===== config.mk =====
export PLATFORM = sky130hd
export DESIGN_NAME = bridge_cfg_header_regs
export DESIGN_NICKNAME = d
export VERILOG_FILES = /design/src/include/bridge_cfg_pkg.sv /design/src/core/bridge_cfg_header_regs.sv /design/src/core/sticky_w1c_flag.sv
export SDC_FILE = /design/constraint.sdc
export NUM_CORES = 1
export LEC_CHECK = 0
export BUFFER_PORTS_ARGS = -buffer_cell sky130_fd_sc_hd__buf_4
export CORE_UTILIZATION = 32
export DETAILED_ROUTE_END_ITERATION = 10
export GPL_TIMING_DRIVEN = 0
export PLACE_DENSITY_LB_ADDON = 0.25
export SYNTH_ARGS = -nofsm -noshare
export SYNTH_HDL_FRONTEND = slang
export SYNTH_SLANG_ARGS = --single-unit

===== constraint.sdc =====
create_clock -name sys_clk_in -period 0.8 [get_ports sys_clk_in]
set_input_delay 0.04 -clock sys_clk_in [delete_from_list [all_inputs] [get_ports sys_clk_in]]
set_output_delay 0.04 -clock sys_clk_in [all_outputs]
set_load 0.01 [all_outputs]

===== src/include/bridge_cfg_pkg.sv =====
// Constants and carrier types for the bridge primary-side header registers.
// Operation
// - Hub SERR message sets status bit 14.
// - Bit 14 holds until software writes one.
// - Parity and abort status bits read zero.
// - Select timing field reads fixed 00b.
// - Fast back-to-back bit reads zero.
// - 66 MHz capable bit reads one.
// - Status register at 06h resets 0020h.
// - Revision at 08h fixed, writes ignored.
// - Sub-class at 0Ah always reads 04h.
// - Base class at 0Bh always reads 06h.
// - Latency bits 7:3 are plain read/write storage.
// - Latency resets 00h; bits 2:0 reserved.
// - Header type at 0Eh reads 01h, no storage.
package bridge_cfg_pkg;

	// Byte offsets of the registers in configuration space.
	localparam logic [7:0] OFS_STATUS = 8'h06;
	localparam logic [7:0] OFS_REVISION = 8'h08;
	localparam logic [7:0] OFS_SUB_CLASS = 8'h0a;
	localparam logic [7:0] OFS_BASE_CLASS = 8'h0b;
	localparam logic [7:0] OFS_LATENCY = 8'h0d;
	localparam logic [7:0] OFS_HEADER = 8'h0e;

	// Field positions inside the status register.
	localparam int STS_SSE_BIT = 14;
	localparam int STS_CAP66_BIT = 5;

	// Values after reset and hardwired values.
	localparam logic [15:0] STS_RESET = 16'h0020;
	localparam logic [15:0] STS_HARDWIRED = 16'h0020;
	localparam logic [7:0] SUB_CLASS_VAL = 8'h04;
	localparam logic [7:0] BASE_CLASS_VAL = 8'h06;
	localparam logic [7:0] HEADER_VAL = 8'h01;
	localparam logic [7:0] LATENCY_RESET = 8'h00;
	localparam logic [7:0] LATENCY_WR_MASK = 8'hf8;

	// Read data stands this many cycles after the request edge.
	localparam int ANSWER_CYCLES = 1;

	// One configuration access: dword index, byte enables, data.
	typedef struct packed {
		logic wr;
		logic [5:0] dw_index;
		logic [3:0] byte_en;
		logic [31:0] wdata;
	} cfg_req_t;

	// Registered answer to one configuration access.
	typedef struct packed {
		logic ack;
		logic [31:0] rdata;
	} cfg_rsp_t;

endpackage


===== src/core/bridge_cfg_header_regs.sv =====
// Primary-side header registers of the virtual bridge function.
`timescale 1ns/1ps
module bridge_cfg_header_regs
	import bridge_cfg_pkg::*;
#(
	// Stepping code returned by the revision register; value is arbitrary.
	parameter logic [7:0] REVISION_CODE = 8'h5a,
	// Width of the dword index on the configuration port.
	parameter int DW_INDEX_W = 6
) (
	// Clock and reset.
	input wire logic sys_clk_in,
	input wire logic rst_n_in,
	// Configuration access request.
	input wire logic cfg_valid_in,
	input wire cfg_req_t cfg_req_in,
	// Configuration access answer.
	output cfg_rsp_t cfg_rsp_out,
	// Event from the hub interface: an SERR message was sent.
	input wire logic serr_msg_sent_in,
	// Current state of the signaled system error flag.
	output logic system_error_signaled_out
);

	// The index field of the carrier is fixed; refuse a mismatched width.
	initial begin
		if (DW_INDEX_W != $bits(cfg_req_in.dw_index)) begin
			$error("DW_INDEX_W must match the request carrier");
		end
	end

	// Dword indices of the three dwords this block answers.
	localparam logic [5:0] DW_STATUS = OFS_STATUS[7:2];
	localparam logic [5:0] DW_CLASS = OFS_REVISION[7:2];
	localparam logic [5:0] DW_LATENCY = OFS_LATENCY[7:2];

	// Byte lanes of the status high byte and the latency register inside their dwords.
	localparam logic [1:0] LANE_STATUS_HI = OFS_STATUS[1:0] + 2'd1;
	localparam logic [1:0] LANE_LATENCY = OFS_LATENCY[1:0];

	// Signaled system error flag, the only stored status bit.
	logic system_error_signaled;

	// Stored latency bits; bits 2:0 are never written.
	logic [7:0] latency_q;
	logic [7:0] latency_d;

	// Answer registers.
	cfg_rsp_t rsp_q;
	cfg_rsp_t rsp_d;

	// Decoded strobes for this cycle's access.
	logic wr_status_hi;
	logic wr_latency;
	logic sse_clear;

	// Builds the full status word from the one stored bit.
	// Every other bit is a constant, so no write can reach them.
	function automatic logic [15:0] build_status(input logic sse);
		logic [15:0] sts;
		sts = STS_HARDWIRED;
		sts[STS_SSE_BIT] = sse;
		return sts;
	endfunction

	// Tells whether a request hits a dword and has a given lane enabled.
	function automatic logic lane_write(input cfg_req_t req,
		input logic [5:0] dw, input logic [1:0] lane);
		return req.wr && (req.dw_index == dw) && req.byte_en[lane];
	endfunction

	// Write strobes for the two writable places.
	always_comb begin
		wr_status_hi = cfg_valid_in &&
			lane_write(cfg_req_in, DW_STATUS, LANE_STATUS_HI);
		wr_latency = cfg_valid_in &&
			lane_write(cfg_req_in, DW_LATENCY, LANE_LATENCY);
	end

	// A one in bit 14 of the status clears the flag; a zero does nothing.
	// Bit 14 of the status sits at bit 30 of its dword.
	assign sse_clear = wr_status_hi &&
		cfg_req_in.wdata[16 + STS_SSE_BIT];

	// Sticky flag; a new SERR message beats a clear in the same cycle.
	sticky_w1c_flag u_sse_flag (
		.sys_clk_in(sys_clk_in),
		.rst_n_in(rst_n_in),
		.set_in(serr_msg_sent_in),
		.clr_in(sse_clear),
		.flag_out(system_error_signaled)
	);

	assign system_error_signaled_out = system_error_signaled;

	// Latency storage: only bits 7:3 take the written value.
	// The value steers nothing; it only satisfies bridge set-up software.
	always_comb begin
		latency_d = latency_q;
		if (wr_latency) begin
			latency_d = cfg_req_in.wdata[8*LANE_LATENCY +: 8] &
				LATENCY_WR_MASK;
		end
	end

	// Latency register, reset to zero.
	always_ff @(posedge sys_clk_in or negedge rst_n_in) begin
		if (!rst_n_in) begin
			latency_q <= LATENCY_RESET;
		end else begin
			latency_q <= latency_d;
		end
	end

	// Read multiplexer and answer build.
	// Writes also receive an answer so the requester can pace itself.
	// Reads of dwords outside this block return zero.
	always_comb begin
		rsp_d.ack = cfg_valid_in;
		rsp_d.rdata = rsp_q.rdata;
		if (cfg_valid_in && !cfg_req_in.wr) begin
			case (cfg_req_in.dw_index)
				DW_STATUS: begin
					// Low half belongs to the command register elsewhere.
					rsp_d.rdata = {build_status(system_error_signaled),
						16'h0000};
				end
				DW_CLASS: begin
					// Programming interface byte at 09h reads zero.
					rsp_d.rdata = {BASE_CLASS_VAL, SUB_CLASS_VAL,
						8'h00, REVISION_CODE};
				end
				DW_LATENCY: begin
					// Header type is a constant with no storage behind it.
					rsp_d.rdata = {8'h00, HEADER_VAL, latency_q,
						8'h00};
				end
				default: begin
					rsp_d.rdata = 32'h0000_0000;
				end
			endcase
		end
	end

	// Answer register: ack pulses one cycle after the request.
	// Read data holds until the next read answer replaces it.
	always_ff @(posedge sys_clk_in or negedge rst_n_in) begin
		if (!rst_n_in) begin
			rsp_q <= '0;
		end else begin
			rsp_q <= rsp_d;
		end
	end

	assign cfg_rsp_out = rsp_q;

	// Helper: true when this request reads a given dword.
	logic rd_status;
	logic rd_class;
	logic rd_latency;
	assign rd_status = cfg_valid_in && !cfg_req_in.wr &&
		cfg_req_in.dw_index == DW_STATUS;
	assign rd_class = cfg_valid_in && !cfg_req_in.wr &&
		cfg_req_in.dw_index == DW_CLASS;
	assign rd_latency = cfg_valid_in && !cfg_req_in.wr &&
		cfg_req_in.dw_index == DW_LATENCY;
endmodule


===== src/core/sticky_w1c_flag.sv =====
// Sticky status flag that hardware sets and software clears with a one.
`timescale 1ns/1ps
module sticky_w1c_flag (
	// Clock and reset.
	input wire logic sys_clk_in,
	input wire logic rst_n_in,
	// Set event and clear strobe.
	input wire logic set_in,
	input wire logic clr_in,
	// Current flag value.
	output logic flag_out
);

	// Flag storage.
	logic flag_q;
	logic flag_d;

	// Set wins over clear so that an event in the clearing cycle survives.
	always_comb begin
		flag_d = flag_q;
		if (set_in) begin
			flag_d = 1'b1;
		end else if (clr_in) begin
			flag_d = 1'b0;
		end
	end

	// Flag register, cleared by reset.
	always_ff @(posedge sys_clk_in or negedge rst_n_in) begin
		if (!rst_n_in) begin
			flag_q <= 1'b0;
		end else begin
			flag_q <= flag_d;
		end
	end

	assign flag_out = flag_q;
endmodule


==> results.cfg, run 1 <==
[run_status]
status = complete, but fails checks
violations = DRC, hold timing, setup timing

[die]
rows = 18
io_pins = 81
die_h_um = 53.1
initial_core_util = 0.337
die_w_um = 53.1
coreArea_um2 = 2480
die_area_um2 = 2820

[grt]
antenna_found_initial = 0
grt_pass1_wl_mm = 2.75
grt_max_degree = 17
grt-ovfl-total = 0
grtUsageTotal = 0.138
first_global_vias = 658

[cells_and_area]
post-route-util = 0.598
final_nets = 204
fin_cells = 186
layout-area-overhead-vs-synth_pct = 77.2
final_layout_size_suffix_gt1_frac = 0.526
antenna_cells = 0
final_cell_area_um2 = 1480

[pwr]
powerDensity_nw_per_um2 = 1130
p_leak_uw = 0.000777
power_uw = 1670
vdd_drop_max_v = 0.000688

[timing]
setup_viol = 23
slew_violations = 0
finClkSkew_ps = 1.65
period_minus_slack_ps = 1180
whs_ps = -28.1
finalHoldViolCount = 1
clock.fmax_mhz = 847
setup_ws_ps = -381
rsz0062_at_grt = true
period_share = 1.48

[clocking]
clock_path_buffers = 2
cts_tree = built
path_clk_slew_ps = 90
cts-root-buf = clkbuf_4
ctsHoldBuffers = 8
cts_buffers = 3
clkLatencyLatePin_ps = 280
clock_sinks = 16
h-tree-depth = 1

[route]
drc = 1
drtIter0Drc = 5
via_per_inst = 3.99
wl_mm = 1.76
routedWlPerCell_um = 9.48
via_count = 743
firstDrtPassIters = 6
drtAntennaViolNets = 0

[worst_setup_path]
cp_max_fo = 2
crit_path_end = u_sse_flag.flag_out
r2r_slack_ps = -20
crit_start = cfg_req_in[41]
r2r-start = u_sse_flag.flag_out
start_kind = primary input
critPathKind = in2reg
reg2reg_to = u_sse_flag.flag_out
crit_path_end_kind = flop
required_ps = 980
reg2reg_depth = 2
worstPathArrival_ps = 1360

[synth]
synthDistinctLibCells = 18
syn_inst = 83
netlist_area_um2 = 836
syn_area_per_cell_um2 = 10.1
synthArstFlopShare = 1.00
yosys_warnings = 0
yosys_register_bits = 16
ys.flop_type = dfrtp_1
ys_seq_area_frac = 0.479
synth-edff-count = 0

[place]
placed_area_um2 = 1220
gp_congestion = 0.715
dp_hpwl_mm = 1.34
dp_cells = 164
port_buffers = 35

[run]
maxCapViolCount = 0

[min_path]
hold_class = in2reg
synthesized netlist by cell type, drive strengths merged, types with 2 or more instances:
cell	instances	share of area
mux2	5	0.067
o21ai	8	0.048
nand3	2	0.012
buf	23	0.21
dfrtp	16	0.48
nand2	17	0.076
what timing repair did:
item / in CTS / in global routing
buffers inserted: 7 / 3
gates cloned: 0 / 0
endpoints found under the hold margin: 24 / 1
setup endpoints to repair: 23 / 30
pin swaps: 4 / 4
gates resized for setup: 12 / 4
cell families after synthesis:
logic type,count (synthesis),synth area share
other,1,0.00449
multiplexers,5,0.0674
AND/OR/NAND/NOR,27,0.172
AO/OA/AOI/OAI,10,0.0659
buffers and inverters,24,0.211
flip-flops,16,0.479
placed cells by master, fill, tap and decap left out, drive strengths merged:
cell type and instances:
clkbuf 5, o21ai 8, nand4 1, o31ai 1, nor3 1, nand2b 1
nor2b 1, or4b 1, a21o 1, nand3 2, buf 68, dfrtp 16
mux2 5, conb 17, dlygate4sd3 8, nand3b 1, nand2 17, nor4 1
or4 1
critical path: stages:
cell    delay, ps
buf_6          90
or4_4         540
or4b_1        520
a21o_1        160
stage by stage:
stage	setup TNS [ps]	worst slack, ps
after floorplan	-3030	-564
after global placement	-5690	-710
after detailed placement	-6080	-709
after CTS	-4520	-386
after global routing	-5030	-397
final	-4170	-381
routing by layer:
metal  track usage  vias to the layer above  routed length (um)
met3        0.0259                        2                 120
met1         0.162                      319                 742
li1              -                      386                   -
met2         0.253                       36                 885
met5             0                        -                   0
met4        0.0395                        0                  15
power breakdown:
group / internal (uW) / switching, uW
combinational: 193 / 130
clock: 277 / 236
sequential: 826 / 12.8
total: 1300 / 379
flip-flops by register name (all words and copies together) (netlist names):
signal,cells
cfg_rsp_out,10
latency_q,5
u_sse_flag.flag_out,1
final cells by class:
class / instances / area (um^2)
timing repair buffer: 53 / 479
multi-input combinational: 59 / 352
tap: 30 / 37.5
clock buffer: 4 / 36.3
sequential: 16 / 400
buffer: 24 / 176
fill: 219 / 996
worst min-delay path by stage:
| stage | endpoint | start | slack (ps) | cells past startpoint |
|---|---|---|---|---|
| floorplan | cfg_rsp_out[11] | rst_n_in | -260 | 0 |
| global placement | cfg_rsp_out[30] | rst_n_in | -100 | 1 |
| detailed placement | cfg_rsp_out[15] | rst_n_in | -90 | 1 |
| CTS | cfg_rsp_out[26] | cfg_req_in[36] | -40 | 2 |
| global route | cfg_rsp_out[26] | cfg_req_in[36] | -30 | 2 |
| finish | cfg_rsp_out[26] | cfg_req_in[36] | -30 | 2 |
No activity file was read; power rests on OpenSTA's default activity.
==> run 2: changes to the inputs <==
--- a/config.mk
+++ b/config.mk
@@ -12,4 +12,5 @@
 export PLACE_DENSITY_LB_ADDON = 0.25
 export SYNTH_ARGS = -nofsm -noshare
 export SYNTH_HDL_FRONTEND = slang
+export SYNTH_HIERARCHICAL = 1
 export SYNTH_SLANG_ARGS = --single-unit
==> results.cfg, run 2 <==
[place]
dp_hpwl_mm = 1.29
placed_area_um2 = 1220
port_buffers = 35
dpl_worst_slack_ps = -498
gp_congestion = 0.737

[min_path]
hold_depth = 3
hold_class = in2reg

[pwr]
power_uw = 1550
p_leak_uw = 0.000757
p_seq_frac = 0.540
powerDensity_nw_per_um2 = 1050
switching_share = 0.228
p_int_uw = 1200
pwr-share-comb = 0.210
p_sw_uw = 355
p_clk_frac = 0.250
vdd_drop_max_v = 0.000593

[worst_setup_path]
reg2reg_depth = 3
cp_max_fo = 8
crit_path_end_kind = output pin
worstPathArrival_ps = 1010
start_kind = flop
required_ps = 760
critPathKind = reg2out

[route]
via_per_inst = 3.98
via_count = 716
drtIter0Drc = 7
wl_mm = 1.75
drc = 0
routedWlPerCell_um = 9.70
drtAntennaViolNets = 0
firstDrtPassIters = 3

[timing]
setup_viol = 24
clock.fmax_mhz = 954
finClkSkew_ps = 0.603
slew_violations = 0
finalSetupTns_ps = -2690
finalHoldViolCount = 0
period_minus_slack_ps = 1050
rsz0062_at_grt = true
setup_ws_ps = -248
period_share = 1.31

[die]
die_area_um2 = 2890
rows = 18
die_h_um = 53.8
coreArea_um2 = 2500
initial_core_util = 0.343
die_w_um = 53.8
io_pins = 81

[run]
maxCapViolCount = 0

[cells_and_area]
final_layout_size_suffix_gt1_frac = 0.513
layout-area-overhead-vs-synth_pct = 71.7
largest_reg_flops = 10
mostFrequentLayoutCells = buf_4 (36), buf_6 (28), conb_1 (17)
fill_cells = 239
final_cell_area_um2 = 1470
antenna_cells = 0
final_common_cell = buf_4
final_nets = 199

[clocking]
clkLatencyLatePin_ps = 270
h-tree-depth = 1
cts_tree = built
clock_sinks = 16
cts_buffers = 3
clock_path_buffers = 2
cts-root-buf = clkbuf_4
path_clk_slew_ps = 80

[synth]
synthDominantCellAreaShare = 0.466
ys_seq_area_frac = 0.466
synthTopCellsByArea = dfrtp_1 (47%), buf_4 (20%), mux2_4 (8.7%)
ys.flop_type = dfrtp_1
yosys_register_bits = 16
synthTopCellsByCount = buf_4 (23), dfrtp_1 (16), nand2_1 (16)
synthDistinctLibCells = 20
synthArstFlopShare = 1.00
synth_top_area_cell = dfrtp_1
synth-edff-count = 0
syn_inst = 83
syn_area_per_cell_um2 = 10.3
yosys_warnings = 6
netlist_area_um2 = 858
yosysMostFrequentCell = buf_4

[grt]
grtUsageTotal = 0.143
grt-ovfl-total = 0
grt_max_degree = 17
grt_pass1_wl_mm = 2.91
antenna_found_initial = 0
first_global_vias = 664

[run_status]
status = complete, but fails checks
violations = setup timing
[run 2: cell families (layout without fill, tap and decap cells)]
logic type / Yosys count / after routing / synth area share
mux: 5 / 5 / 0.0875
buf+inv: 26 / 77 / 0.223
compound gates: 9 / 9 / 0.0554
flops: 16 / 16 / 0.466
simple gates: 26 / 26 / 0.163
other cells: 1 / 17 / 0.00437
[run 2: area by class of cell]
class	instances	area, um^2	area share
Inverter	1	3.75	0.00255
Sequential cell	16	402	0.272
Tap cell	30	37.5	0.0255
Timing Repair Buffer	48	459	0.312
Buffer	25	210	0.143
Clock buffer	3	22.5	0.0153
Multi-Input combinational cell	57	339	0.230
[run 2: per-stage QoR]
stage	util	std cells	hold slack [ps]
floorplan	-	99	-256
global placement	0.487	164	-97.6
detailed placement	0.487	164	-94.2
CTS	0.561	179	26.1
global route	0.590	180	45.0
finish	0.590	180	49.1
[run 2: worst paths after layout]
path / end / slack, ps / from
worst max-delay path: cfg_rsp_out[3] / -250 / cfg_rsp_out[26]
worst min-delay path: cfg_rsp_out[26] / 50 / cfg_req_in[37]
worst max register to register: cfg_rsp_out[26] / -40 / cfg_rsp_out[26]
worst min register to register: cfg_rsp_out[12] / 500 / cfg_rsp_out[12]
max in group asynchronous: cfg_rsp_out[26] / 450 / rst_n_in
min in group asynchronous: cfg_rsp_out[32] / 160 / rst_n_in
[run 2: what timing repair did]
item | CTS | global route
setup endpoints to repair | 23 | 32
resized for setup | 14 | 21
setup buffers | 4 | 1
hold endpoints to repair | 23 | 0
hold buffers | 8 | 0
pin swaps | 2 | 5
[run 2: metal layers]
layer	routed length [um]	track usage	share of wire
met4	26	0.0789	0.015
met2	954	0.251	0.55
met3	103	0.0169	0.059
met5	0	0	0
met1	663	0.167	0.38
[run 2: power by group through the flow]
stage	logic (uW)	registers [uW]	clock network [uW]
after detailed placement	270	852	0
after global placement	265	852	0
final	326	839	388
after floorplan	148	853	0
after CTS	312	838	413
after global routing	359	841	440
[run 2: critical path, stage by stage, from the launching register on]
cell,delay [ps]
dfrtp_2,490
buf_6,140
buf_6,110
==> run 3: changes to the inputs <==
--- a/config.mk
+++ b/config.mk
@@ -9,7 +9,7 @@
 export CORE_UTILIZATION = 32
 export DETAILED_ROUTE_END_ITERATION = 10
 export GPL_TIMING_DRIVEN = 0
-export PLACE_DENSITY_LB_ADDON = 0.25
+export PLACE_DENSITY = 0.74
 export SYNTH_ARGS = -nofsm -noshare
 export SYNTH_HDL_FRONTEND = slang
 export SYNTH_HIERARCHICAL = 1
==> results.cfg, run 3 (synthesis gave the netlist of run 2 again) <==
[clocking]
clock_sinks = 16
cts_buffers = 3
clkLatencyLatePin_ps = 280
cts_tree = built
path_clk_slew_ps = 90
h-tree-depth = 1
clock_path_buffers = 2
cts-root-buf = clkbuf_4

[min_path]
hold_start = cfg_req_in[36]
whs_endpoint = cfg_rsp_out[26]
hold_class = in2reg
hold_depth = 3

[die]
io_pins = 81
die_h_um = 53.8
die_area_um2 = 2890
coreArea_um2 = 2500
die_w_um = 53.8
rows = 18
initial_core_util = 0.343

[cells_and_area]
largest_reg_flops = 10
post-route-util = 0.599
fin_cells = 188
final_common_cell = buf_4
antenna_cells = 0
final_nets = 206
mostFrequentLayoutCells = buf_4 (55), conb_1 (17), buf_6 (16)
layout-area-overhead-vs-synth_pct = 74.5
final_cell_area_um2 = 1500
final_layout_size_suffix_gt1_frac = 0.544

[timing]
clock.fmax_mhz = 948
finalSetupTns_ps = -2650
period_share = 1.32
setup_viol = 23
finalHoldViolCount = 0
setup_ws_ps = -255
slew_violations = 0
period_minus_slack_ps = 1050
rsz0062_at_grt = true
finClkSkew_ps = 7.31

[grt]
grt_use_met1 = 0.142
grt_max_degree = 17
grt-ovfl-total = 0
grtUsageTotal = 0.144
use_met3 = 0.00847
grt_busiest_layer = met2
grt_pass1_wl_mm = 2.92
gr-usage-met2 = 0.286
antenna_found_initial = 0
first_global_vias = 710

[worst_setup_path]
path_cells = buf_4 -> buf_4
cpPeakStageDelay_ps = 460
crit_path_end_kind = output pin
cpMostUsedCell = buf_4
start_kind = flop
r2r-start = u_sse_flag/flag_out
reg2reg_depth = 2
reg2reg_to = u_sse_flag/flag_out
required_ps = 760
critPathKind = reg2out
worstPathArrival_ps = 1010
r2r_slack_ps = 0
critPathSlowestCell = dfrtp_2
cp_max_fo = 8

[route]
via_per_inst = 4.26
drtIter0Drc = 4
wl_mm = 1.84
routedWlPerCell_um = 9.81
drtAntennaViolNets = 0
drc = 0
via_count = 800
firstDrtPassIters = 4

[run_status]
violations = setup timing
status = complete, but fails checks

[place]
dp_cells = 164
dp_hpwl_mm = 1.33
port_buffers = 35
gp_congestion = 0.734
placed_area_um2 = 1220

[pwr]
p_leak_uw = 0.000792
powerDensity_nw_per_um2 = 1120
power_uw = 1680
vdd_drop_max_v = 0.000662

[run]
maxCapViolCount = 0
==> run 3: cell types whose count changed in the layout (fill, tap and decap cells not counted) <==
cell,previous run,this run
buf_4,36,55
nand2_1,16,15
nand2_2,0,1
clkbuf_8,0,1
buf_6,28,16
==> run 3: area by class of cell <==
cell class / instances / area, um^2
Timing Repair Buffer: 55 / 489
Sequential cell: 16 / 402
Fill cell: 224 / 1000
Tap cell: 30 / 37.5
Inverter: 1 / 3.75
Buffer: 25 / 188
Clock buffer: 4 / 36.3
Multi-Input combinational cell: 57 / 342
==> run 3: power by group <==
group	internal, uW	switching [uW]
sequential	826	11.2
clock	277	238
combinational	197	130
total	1300	379
==> run 3: timing repair <==
item	CTS	global route
endpoints found under the hold margin	23	0
hold buffers	8	0
buffers inserted	8	4
gates resized for setup	14	10
pin swaps	3	4
endpoints found under the setup margin	23	31
==> run 3: how the worst max path moves through the flow <==
stage / startpoint / cells after the start / slack (ps) / end
floorplan: cfg_req_in[41] / 4 / -300 / latency_q[3]
global placement: cfg_req_in[41] / 5 / -490 / latency_q[4]
detailed placement: cfg_req_in[41] / 5 / -510 / latency_q[5]
CTS: cfg_rsp_out[26] / 2 / -280 / cfg_rsp_out[25]
global route: cfg_rsp_out[26] / 2 / -290 / cfg_rsp_out[3]
finish: cfg_rsp_out[26] / 2 / -250 / cfg_rsp_out[3]
==> run 3: routing by layer <==
metal  part of all wire  wire length, um
met1               0.34              635
met5                  0                0
met3              0.062              115
met2               0.58             1070
met4              0.015               27
==> run 3: critical path, delay by kind of cell, from the launching register on <==
family	cells	cell delay (ps)
DFF	1	460
buffers and inverters	2	280
==> run 3: per-stage QoR <==
stage / setup WS, ps / hold slack [ps]
floorplan: -302 / -256
global placement: -494 / -100
detailed placement: -513 / -95.4
CTS: -277 / 45.4
global route: -295 / 75.0
finish: -255 / 68.6
